===== src/core/imu_defines.svh =====
// constants of the integer multiply unit
`ifndef IMU_DEFINES_SVH
`define IMU_DEFINES_SVH

// ==========================================================
// widths
`define IMU_WORD_W 16
`define IMU_IDX_W 4
`define IMU_LIT_W 5
`define IMU_ACC_W 40

// ==========================================================
// fixed destinations of the file-register form
`define IMU_FILE_LO_IDX 4'h2
`define IMU_FILE_HI_IDX 4'h3

// ==========================================================
// timing counts in instruction cycles
`define IMU_BASE_CYCLES 1
`define IMU_SFR_EXTRA_CYCLES 1

// ==========================================================
// reset values
`define IMU_RST_WORD 16'h0000
`define IMU_RST_ACC 40'h00_0000_0000

`endif


===== src/core/imu_pkg.sv =====
// types of the integer multiply unit
package imu_pkg;

    // ==========================================================
    // result shape of a multiply
    typedef enum logic [2:0] {
        IMU_FORM_PAIR_REG,
        IMU_FORM_WORD_REG,
        IMU_FORM_ACC_REG,
        IMU_FORM_ACC_LIT,
        IMU_FORM_PAIR_LIT,
        IMU_FORM_WORD_LIT,
        IMU_FORM_FILE
    } imu_form_t;

    // ==========================================================
    // operand signedness, first letter for the base operand
    typedef enum logic [1:0] {
        IMU_SIGN_SS,
        IMU_SIGN_SU,
        IMU_SIGN_US,
        IMU_SIGN_UU
    } imu_sign_t;

    // ==========================================================
    // sequencing phase
    typedef enum logic {
        IMU_PH_IDLE,
        IMU_PH_SFR_WAIT
    } imu_phase_t;

endpackage


===== src/core/imu_mul_if.sv =====
// operand and product carrier between the unit and its multiplier array
`timescale 1ns/1ps
interface imu_mul_if;
    logic [15:0] base_operand;
    logic [15:0] source_operand;
    logic base_signed;
    logic source_signed;
    logic [31:0] product;

    // ==========================================================
    // unit side drives operands
    modport requester (
        output base_operand,
        output source_operand,
        output base_signed,
        output source_signed,
        input product
    );

    // ==========================================================
    // array side returns the product
    modport multiplier (
        input base_operand,
        input source_operand,
        input base_signed,
        input source_signed,
        output product
    );
endinterface


===== src/core/imu_top.sv =====
// integer multiply unit of the core datapath
`timescale 1ns/1ps
`include "imu_defines.svh"
module imu_top
    import imu_pkg::*;
#(
    parameter bit MOTOR_CTRL = 1'b1
)
(
    // clock and reset
    input wire logic clock,
    input wire logic arst_n,
    // issue request
    input wire logic issue_valid,
    input wire imu_form_t issue_form,
    input wire imu_sign_t issue_sign,
    input wire logic issue_sfr_read,
    input wire logic [3:0] issue_dest_idx,
    input wire logic issue_acc_sel,
    // operand values from the register file
    input wire logic [15:0] base_operand_register,
    input wire logic [15:0] source_operand_register,
    input wire logic [4:0] five_bit_immediate,
    input wire logic [15:0] file_word,
    input wire logic [15:0] default_working_register,
    // register file writes
    output logic wr_lo_en,
    output logic [3:0] wr_lo_idx,
    output logic [15:0] wr_lo_data,
    output logic wr_hi_en,
    output logic [3:0] wr_hi_idx,
    output logic [15:0] wr_hi_data,
    // accumulator write
    output logic acc_wr_en,
    output logic acc_wr_sel,
    output logic [39:0] acc_wr_data,
    // issue status
    output logic busy,
    output logic done,
    output logic illegal
);

    // ==========================================================
    // all state of the unit
    typedef struct packed {
        imu_phase_t phase;
        imu_form_t form;
        imu_sign_t sign;
        logic [3:0] dest_idx;
        logic acc_sel;
        logic [15:0] base_val;
        logic [15:0] source_val;
        logic [4:0] lit;
        logic wr_lo_en;
        logic [3:0] wr_lo_idx;
        logic [15:0] wr_lo_data;
        logic wr_hi_en;
        logic [3:0] wr_hi_idx;
        logic [15:0] wr_hi_data;
        logic acc_wr_en;
        logic acc_wr_sel;
        logic [39:0] acc_wr_data;
        logic busy;
        logic done;
        logic illegal;
    } imu_state_t;

    imu_state_t state;
    imu_state_t next_state;
    imu_mul_if mul_bus ();

    logic take;
    logic exec;
    imu_form_t cur_form;
    imu_sign_t cur_sign;
    logic [3:0] cur_dest;
    logic cur_acc_sel;
    logic [15:0] cur_base;
    logic [15:0] cur_source;
    logic [4:0] cur_lit;
    logic is_acc_form;
    logic is_lit_form;
    logic prod_signed;

    imu_mul_array u_array (
        .mul(mul_bus.multiplier)
    );

    // a request is taken only while no stall is running
    assign take = issue_valid && (state.phase == IMU_PH_IDLE);
    // execute now unless a peripheral read stretches the cycle
    assign exec = (take && !issue_sfr_read) || (state.phase == IMU_PH_SFR_WAIT);

    // ==========================================================
    // operands come live from issue or from the stalled copy
    always_comb
    begin
        if (state.phase == IMU_PH_SFR_WAIT)
        begin
            cur_form = state.form;
            cur_sign = state.sign;
            cur_dest = state.dest_idx;
            cur_acc_sel = state.acc_sel;
            cur_base = state.base_val;
            cur_source = state.source_val;
            cur_lit = state.lit;
        end
        else if (issue_form == IMU_FORM_FILE)
        begin
            cur_form = issue_form;
            cur_sign = IMU_SIGN_UU;
            cur_dest = issue_dest_idx;
            cur_acc_sel = issue_acc_sel;
            cur_base = file_word;
            cur_source = default_working_register;
            cur_lit = five_bit_immediate;
        end
        else
        begin
            cur_form = issue_form;
            cur_sign = issue_sign;
            cur_dest = issue_dest_idx;
            cur_acc_sel = issue_acc_sel;
            cur_base = base_operand_register;
            cur_source = source_operand_register;
            cur_lit = five_bit_immediate;
        end
    end

    // ==========================================================
    // operand steering into the multiplier array
    always_comb
    begin
        is_acc_form = (cur_form == IMU_FORM_ACC_REG) || (cur_form == IMU_FORM_ACC_LIT);
        is_lit_form = (cur_form == IMU_FORM_ACC_LIT) || (cur_form == IMU_FORM_PAIR_LIT)
            || (cur_form == IMU_FORM_WORD_LIT);
        mul_bus.base_operand = cur_base;
        // base sign from the first letter of the sign code
        mul_bus.base_signed = (cur_sign == IMU_SIGN_SS) || (cur_sign == IMU_SIGN_SU);
        if (is_lit_form)
        begin
            // literal is always zero extended and unsigned
            mul_bus.source_operand = {11'h000, cur_lit};
            mul_bus.source_signed = 1'b0;
        end
        else
        begin
            mul_bus.source_operand = cur_source;
            mul_bus.source_signed = (cur_sign == IMU_SIGN_SS) || (cur_sign == IMU_SIGN_US);
        end
        prod_signed = mul_bus.base_signed || mul_bus.source_signed;
    end

    // ==========================================================
    // next state: sequencing and result writes
    always_comb
    begin
        next_state = state;
        next_state.wr_lo_en = 1'b0;
        next_state.wr_hi_en = 1'b0;
        next_state.acc_wr_en = 1'b0;
        next_state.done = 1'b0;
        next_state.illegal = 1'b0;
        next_state.busy = 1'b0;
        case (state.phase)
            IMU_PH_IDLE:
            begin
                if (take && issue_sfr_read)
                begin
                    // hold the request for one extra cycle
                    next_state.phase = IMU_PH_SFR_WAIT;
                    next_state.busy = 1'b1;
                    next_state.form = cur_form;
                    next_state.sign = cur_sign;
                    next_state.dest_idx = cur_dest;
                    next_state.acc_sel = cur_acc_sel;
                    next_state.base_val = cur_base;
                    next_state.source_val = cur_source;
                    next_state.lit = cur_lit;
                end
            end
            IMU_PH_SFR_WAIT:
            begin
                next_state.phase = IMU_PH_IDLE;
            end
            default:
            begin
                next_state.phase = IMU_PH_IDLE;
            end
        endcase
        // single-cycle completion, sets done or illegal
        if (exec)
        begin
            next_state.done = 1'b1;
            next_state.wr_lo_data = mul_bus.product[15:0];
            next_state.wr_hi_data = mul_bus.product[31:16];
            next_state.wr_lo_idx = cur_dest;
            next_state.wr_hi_idx = cur_dest + 4'h1;
            next_state.acc_wr_sel = cur_acc_sel;
            next_state.acc_wr_data = {{8{prod_signed & mul_bus.product[31]}}, mul_bus.product};
            case (cur_form)
                IMU_FORM_PAIR_REG, IMU_FORM_PAIR_LIT:
                begin
                    next_state.wr_lo_en = 1'b1;
                    next_state.wr_hi_en = 1'b1;
                end
                IMU_FORM_WORD_REG, IMU_FORM_WORD_LIT:
                begin
                    next_state.wr_lo_en = 1'b1;
                end
                IMU_FORM_FILE:
                begin
                    next_state.wr_lo_en = 1'b1;
                    next_state.wr_hi_en = 1'b1;
                    next_state.wr_lo_idx = `IMU_FILE_LO_IDX;
                    next_state.wr_hi_idx = `IMU_FILE_HI_IDX;
                end
                default:
                begin
                    // accumulator forms exist only in motor-control builds
                    if (MOTOR_CTRL)
                    begin
                        next_state.acc_wr_en = 1'b1;
                    end
                    else
                    begin
                        next_state.illegal = 1'b1;
                        next_state.done = 1'b0;
                    end
                end
            endcase
        end
    end

    // ==========================================================
    // state register
    always_ff @(posedge clock or negedge arst_n)
    begin
        if (!arst_n)
        begin
            state <= '0;
        end
        else
        begin
            state <= next_state;
        end
    end

    // outputs straight from the state register
    assign wr_lo_en = state.wr_lo_en;
    assign wr_lo_idx = state.wr_lo_idx;
    assign wr_lo_data = state.wr_lo_data;
    assign wr_hi_en = state.wr_hi_en;
    assign wr_hi_idx = state.wr_hi_idx;
    assign wr_hi_data = state.wr_hi_data;
    assign acc_wr_en = state.acc_wr_en;
    assign acc_wr_sel = state.acc_wr_sel;
    assign acc_wr_data = state.acc_wr_data;
    assign busy = state.busy;
    assign done = state.done;
    assign illegal = state.illegal;
endmodule


===== src/core/imu_mul_array.sv =====
// combinational 16x16 multiplier with per-operand signedness
`timescale 1ns/1ps
module imu_mul_array
    import imu_pkg::*;
(
    // operands and product
    imu_mul_if.multiplier mul
);

    logic signed [16:0] base_ext;
    logic signed [16:0] source_ext;
    logic signed [33:0] full_product;

    // ==========================================================
    // extend each operand by its sign bit or by zero
    always_comb
    begin
        base_ext = {mul.base_signed & mul.base_operand[15], mul.base_operand};
        source_ext = {mul.source_signed & mul.source_operand[15], mul.source_operand};
        full_product = base_ext * source_ext;
    end

    // double-width product, exact for all sign combinations
    assign mul.product = full_product[31:0];

endmodule


===== config.mk =====
export PLATFORM = sky130hd
export DESIGN_NAME = imu_top
export DESIGN_NICKNAME = d
export VERILOG_FILES = /design/src/core/imu_pkg.sv /design/src/core/imu_mul_if.sv /design/src/core/imu_top.sv /design/src/core/imu_mul_array.sv
export VERILOG_INCLUDE_DIRS = /design/src /design/src/core
export SDC_FILE = /design/constraint.sdc
export NUM_CORES = 1
export LEC_CHECK = 0
export BUFFER_PORTS_ARGS = -buffer_cell sky130_fd_sc_hd__buf_4
export CAP_MARGIN = 20
export CORE_ASPECT_RATIO = 0.75
export CORE_MARGIN = 2
export CORE_UTILIZATION = 50
export DETAILED_ROUTE_END_ITERATION = 16
export PLACE_DENSITY = 0.71
export REMOVE_ABC_BUFFERS = 1
export SETUP_SLACK_MARGIN = 0.02
export SYNTH_ARGS = -nofsm -noshare
export SYNTH_HDL_FRONTEND = slang
export SYNTH_SLANG_ARGS = --single-unit

===== constraint.sdc =====
create_clock -name clock -period 8.2 [get_ports clock]
set_clock_uncertainty 0.15 [all_clocks]
set_input_delay 0.82 -clock clock [delete_from_list [all_inputs] [get_ports clock]]
set_output_delay 0.82 -clock clock [all_outputs]
set_load 0.02 [all_outputs]

==> metrics.txt <==
# TYPE chip_impl_metric gauge
chip_impl_info{name="outcome",value="completed"} 1
chip_impl_metric{name="synth_mux_area_share",unit="%"} 3.62
chip_impl_info{name="combinational_family_with_the_most_area_after_synthesis",value="adder cells"} 1
chip_impl_info{name="startpoint_to_endpoint_class_of_the_critical_path",value="input port to flop"} 1
chip_impl_metric{name="area_delta_synth_final",unit="%"} 12.9
chip_impl_metric{name="numCtsBuffers",unit=""} 9
chip_impl_metric{name="die_area",unit="mm^2"} 0.0325
chip_impl_metric{name="slew-limit-headroom",unit="%"} 37.0
chip_impl_metric{name="avgSynthCellArea",unit="um^2"} 8.74
chip_impl_metric{name="maximum_number_of_pins_on_one_net_before_global_route_repair",unit=""} 75
chip_impl_metric{name="boundaryPins",unit=""} 170
chip_impl_metric{name="final_period_minus_worst_setup_slack",unit="ps"} 7860
chip_impl_metric{name="gp_routability_congestion",unit=""} 0.987
chip_impl_metric{name="wire_length_of_the_first_global_routing_pass",unit="um"} 71800
chip_impl_metric{name="initial_drc_count",unit=""} 971
chip_impl_metric{name="final_hold_viol_count",unit=""} 0
chip_impl_metric{name="worstMarginPinSlew",unit="ps"} 945
chip_impl_metric{name="max_clock_freq",unit="MHz"} 127
chip_impl_metric{name="syn-instance-count",unit=""} 1778
chip_impl_metric{name="synth_edf_count",unit=""} 0
chip_impl_metric{name="floorplan.rows",unit=""} 55
chip_impl_metric{name="yosys.cell_types.count",unit=""} 60
chip_impl_metric{name="route.detailed.vias_per_inst",unit=""} 5.35
chip_impl_metric{name="first_global_vias",unit=""} 12900
chip_impl_metric{name="dieHeight",unit="um"} 157
chip_impl_metric{name="port_buffers",unit=""} 168
chip_impl_metric{name="antenna_cells",unit=""} 0
chip_impl_metric{name="grt_remaining_overflow",unit=""} 0
chip_impl_metric{name="synth-async-reset-ratio",unit="%"} 100
chip_impl_metric{name="synth-warning-count",unit=""} 0
chip_impl_metric{name="synthAdderAreaFrac",unit="%"} 43.0
chip_impl_metric{name="post-route-drc-count",unit=""} 0
chip_impl_metric{name="die_x",unit="um"} 208
chip_impl_metric{name="synth_seq_cells",unit=""} 94
chip_impl_metric{name="largest_fanout_on_the_critical_path",unit=""} 11
chip_impl_metric{name="post-route-period-util",unit="%"} 95.8
chip_impl_metric{name="setup_viol",unit=""} 0
chip_impl_metric{name="clock_tree.htree_level_count",unit=""} 3
chip_impl_metric{name="post_drt_wl_per_cell",unit="um"} 19.6
chip_impl_info{name="synth_flop_cell",value="sky130_fd_sc_hd__dfrtp_1"} 1
chip_impl_metric{name="slew_violations",unit=""} 0
chip_impl_metric{name="post_route_cells_drive_above_1_share",unit="%"} 16.4
chip_impl_metric{name="yosysSeqAreaShare",unit="%"} 15.1
chip_impl_info{name="tritoncts_clock_tree",value="built"} 1
chip_impl_metric{name="drt_wirelength",unit="um"} 45300
chip_impl_info{name="holdCritPathClass",value="input port to asynchronous set/reset pin"} 1
chip_impl_metric{name="post-route-util",unit="%"} 57.8
chip_impl_info{name="critical_path.endpoint_type",value="flop"} 1
chip_impl_metric{name="maxCapViolCount",unit=""} 0
chip_impl_metric{name="cts.repair.resized",unit=""} 0
chip_impl_metric{name="arrival",unit="ps"} 7930
chip_impl_metric{name="clock_insertion_delay_worst_skew",unit="ps"} 380
chip_impl_metric{name="yosys.area_share.xor_xnor",unit="%"} 1.63
chip_impl_metric{name="drt_pass1_iterations",unit=""} 6
chip_impl_metric{name="globalRouteTotalUtil",unit="%"} 29.1
chip_impl_metric{name="clock_pin_slew_on_the_worst_setup_and_hold_paths",unit="ps"} 80
chip_impl_metric{name="grt_antenna_before_repair",unit=""} 0
chip_impl_metric{name="place_worst_setup_slack",unit="ps"} -4.09
chip_impl_metric{name="detailed_place_hpwl",unit="um"} 37900
chip_impl_metric{name="synth_simple_gate_area_share",unit="%"} 14.6
chip_impl_metric{name="drtAntennaViolNets",unit=""} 0
chip_impl_metric{name="synth_compound_gate_area_share",unit="%"} 8.62
chip_impl_metric{name="worst-endpoint-required",unit="ps"} 8280
chip_impl_metric{name="floorplan.initialDensity",unit="%"} 51.2
chip_impl_info{name="clock_tree.root_cell",value="sky130_fd_sc_hd__clkbuf_16"} 1
chip_impl_metric{name="fp.coreArea",unit="mm^2"} 0.0303
chip_impl_info{name="rsz0062_at_grt",value="no"} 1
chip_impl_metric{name="mappedNetlistArea",unit="mm^2"} 0.0155
chip_impl_metric{name="dr_total_vias",unit=""} 12400
chip_impl_metric{name="tritoncts_num_sinks",unit=""} 94
chip_impl_metric{name="cts_setup_buffers",unit=""} 0
chip_impl_metric{name="nets",unit=""} 2357
chip_impl_metric{name="post-route-worst-setup-slack",unit="ps"} 344
chip_impl_metric{name="cts-hold-fix-buffers",unit=""} 0
chip_impl_info{name="cp-start-kind",value="input port"} 1
chip_impl_metric{name="cts_max_path_buffers",unit=""} 2
final cells by class:
cell class | instances | area (um^2)
tap | 399 | 499
multi-input combinational | 1218 | 11100
sequential | 94 | 2360
inverter | 317 | 1190
clock buffer | 9 | 225
clock inverter | 7 | 90.1
fill | 2730 | 12800
timing repair buffer | 269 | 2040
metal layers:
layer  track usage, %  share of wire, %
met5                0                 0
met3             9.17                10
met2             45.2                44
met4             7.28               2.5
met1             39.9                43
sequential cells by signal, indices dropped and copies added (netlist names), 3 cells and up:
name / flops
wr_hi_data: 15
wr_lo_idx: 4
wr_hi_idx: 4
state: 47
wr_lo_data: 15
acc_wr_data: 3
cells in the final DEF (no fill, tap or decap), types with 3 or more instances in the layout:
cell type,n
sky130_fd_sc_hd__a2111oi_0,4
sky130_fd_sc_hd__a211oi_1,15
sky130_fd_sc_hd__a21o_1,13
sky130_fd_sc_hd__a21oi_1,40
sky130_fd_sc_hd__and2_1,9
sky130_fd_sc_hd__and3_1,6
sky130_fd_sc_hd__buf_4,267
sky130_fd_sc_hd__clkbuf_16,9
sky130_fd_sc_hd__dfrtp_1,93
sky130_fd_sc_hd__fa_1,282
sky130_fd_sc_hd__ha_1,83
sky130_fd_sc_hd__inv_1,317
sky130_fd_sc_hd__mux2_2,13
sky130_fd_sc_hd__mux2i_1,37
sky130_fd_sc_hd__nand2_1,334
sky130_fd_sc_hd__nand2b_1,3
sky130_fd_sc_hd__nand3_1,6
sky130_fd_sc_hd__nand3b_1,5
sky130_fd_sc_hd__nor2_1,175
sky130_fd_sc_hd__nor3_1,17
sky130_fd_sc_hd__o211ai_1,9
sky130_fd_sc_hd__o21a_1,22
sky130_fd_sc_hd__o21ai_0,57
sky130_fd_sc_hd__o21ai_1,9
sky130_fd_sc_hd__o31ai_1,7
sky130_fd_sc_hd__xnor2_1,18
sky130_fd_sc_hd__xor2_1,11
worst max-delay path, cell delays in order:
cell and delay, ps:
sky130_fd_sc_hd__buf_4 130, sky130_fd_sc_hd__nand3b_4 270, sky130_fd_sc_hd__buf_4 270, sky130_fd_sc_hd__mux2i_1 180
sky130_fd_sc_hd__o21a_1 230, sky130_fd_sc_hd__nor2_1 150, sky130_fd_sc_hd__nand2_1 420, sky130_fd_sc_hd__inv_1 210
sky130_fd_sc_hd__nand2_1 90, sky130_fd_sc_hd__fa_1 530, sky130_fd_sc_hd__fa_1 500, sky130_fd_sc_hd__inv_1 50
sky130_fd_sc_hd__fa_1 510, sky130_fd_sc_hd__fa_1 440, sky130_fd_sc_hd__fa_1 510, sky130_fd_sc_hd__fa_1 410
sky130_fd_sc_hd__ha_1 310, sky130_fd_sc_hd__o211ai_1 190, sky130_fd_sc_hd__nor2_1 110, sky130_fd_sc_hd__a2111oi_1 450
sky130_fd_sc_hd__buf_4 200, sky130_fd_sc_hd__o211ai_1 100, sky130_fd_sc_hd__buf_4 210, sky130_fd_sc_hd__buf_4 140
sky130_fd_sc_hd__a41oi_1 220, sky130_fd_sc_hd__xor2_1 160, sky130_fd_sc_hd__o21ai_0 90
kinds of logic after synthesis:
logic type,Yosys count
other,1
buffers and inverters,466
and+or+nand+nor,567
adders and majority gates,365
DFF,94
AOI/OAI and AO/OA,203
muxes,53
xor gates and xnor gates,29
cells in the mapped netlist, types with 2 or more instances:
master                      count  area [um^2]
sky130_fd_sc_hd__buf_2         15         75.1
sky130_fd_sc_hd__nor2_1       175          657
sky130_fd_sc_hd__o21ai_0       57          285
sky130_fd_sc_hd__and3_1         6         37.5
sky130_fd_sc_hd__and2_1         9         56.3
sky130_fd_sc_hd__o22a_1         2         17.5
sky130_fd_sc_hd__nor3b_1        2         15.0
sky130_fd_sc_hd__o31ai_1        7         52.6
sky130_fd_sc_hd__xnor2_1       18          158
sky130_fd_sc_hd__a21o_1        13         97.6
sky130_fd_sc_hd__xor2_1        11         96.3
sky130_fd_sc_hd__a21oi_1       41          205
sky130_fd_sc_hd__nand2_1      334         1250
sky130_fd_sc_hd__mux2i_1       38          380
sky130_fd_sc_hd__nor3_1        17         85.1
sky130_fd_sc_hd__a2111oi_0      5         43.8
sky130_fd_sc_hd__mux2_2        13          146
sky130_fd_sc_hd__ha_1          83         1040
sky130_fd_sc_hd__o221ai_1       2         17.5
sky130_fd_sc_hd__nand3_1        6         30.0
sky130_fd_sc_hd__inv_1        317         1190
sky130_fd_sc_hd__o221a_2        2         22.5
sky130_fd_sc_hd__o311a_1        2         20.0
sky130_fd_sc_hd__or2_2          2         12.5
sky130_fd_sc_hd__o21ai_1        9         45.0
sky130_fd_sc_hd__o211a_1        2         20.0
sky130_fd_sc_hd__clkbuf_1      49          184
sky130_fd_sc_hd__o21a_1        22          165
sky130_fd_sc_hd__fa_1         282         5650
sky130_fd_sc_hd__nand3b_1       5         37.5
sky130_fd_sc_hd__o211ai_1       9         67.6
sky130_fd_sc_hd__buf_4         81          608
sky130_fd_sc_hd__buf_1          4         15.0
sky130_fd_sc_hd__a211oi_1      15          113
sky130_fd_sc_hd__a2111o_1       2         22.5
sky130_fd_sc_hd__dfrtp_1       94         2350
sky130_fd_sc_hd__o21bai_1       2         15.0
sky130_fd_sc_hd__nand2b_1       3         18.8
per-stage QoR:
step | cells | hold slack (ps) | instance area (um^2) | setup TNS, ps
6_report | 2313 | 294 | 17500 | 0
5_1_grt | 2313 | 331 | 17500 | 0
4_1_cts | 2313 | 304 | 17500 | 0
3_5_place_dp | 2297 | 314 | 17200 | -4.09
3_3_place_gp | 2297 | 307 | 17200 | 0
2_1_floorplan | 1629 | 290 | 14700 | -17810
path summary, 6_finish.rpt:
check | start | end | slack [ps] | cells after the start
max | issue_form[0] | wr_hi_data[13] | 340 | 27
max reg2reg | state[133] | wr_hi_data[13] | 550 | 28
min in group clock | state[123] | state[123] | 330 | 2
max in group asynchronous | arst_n | wr_hi_data[3] | 6380 | 2
min reg2reg | state[123] | state[123] | 330 | 2
min | arst_n | wr_hi_data[12] | 290 | 1
Power is not shown: default switching activity piles up to over one toggle a cycle in this logic, so the estimate is an artifact.
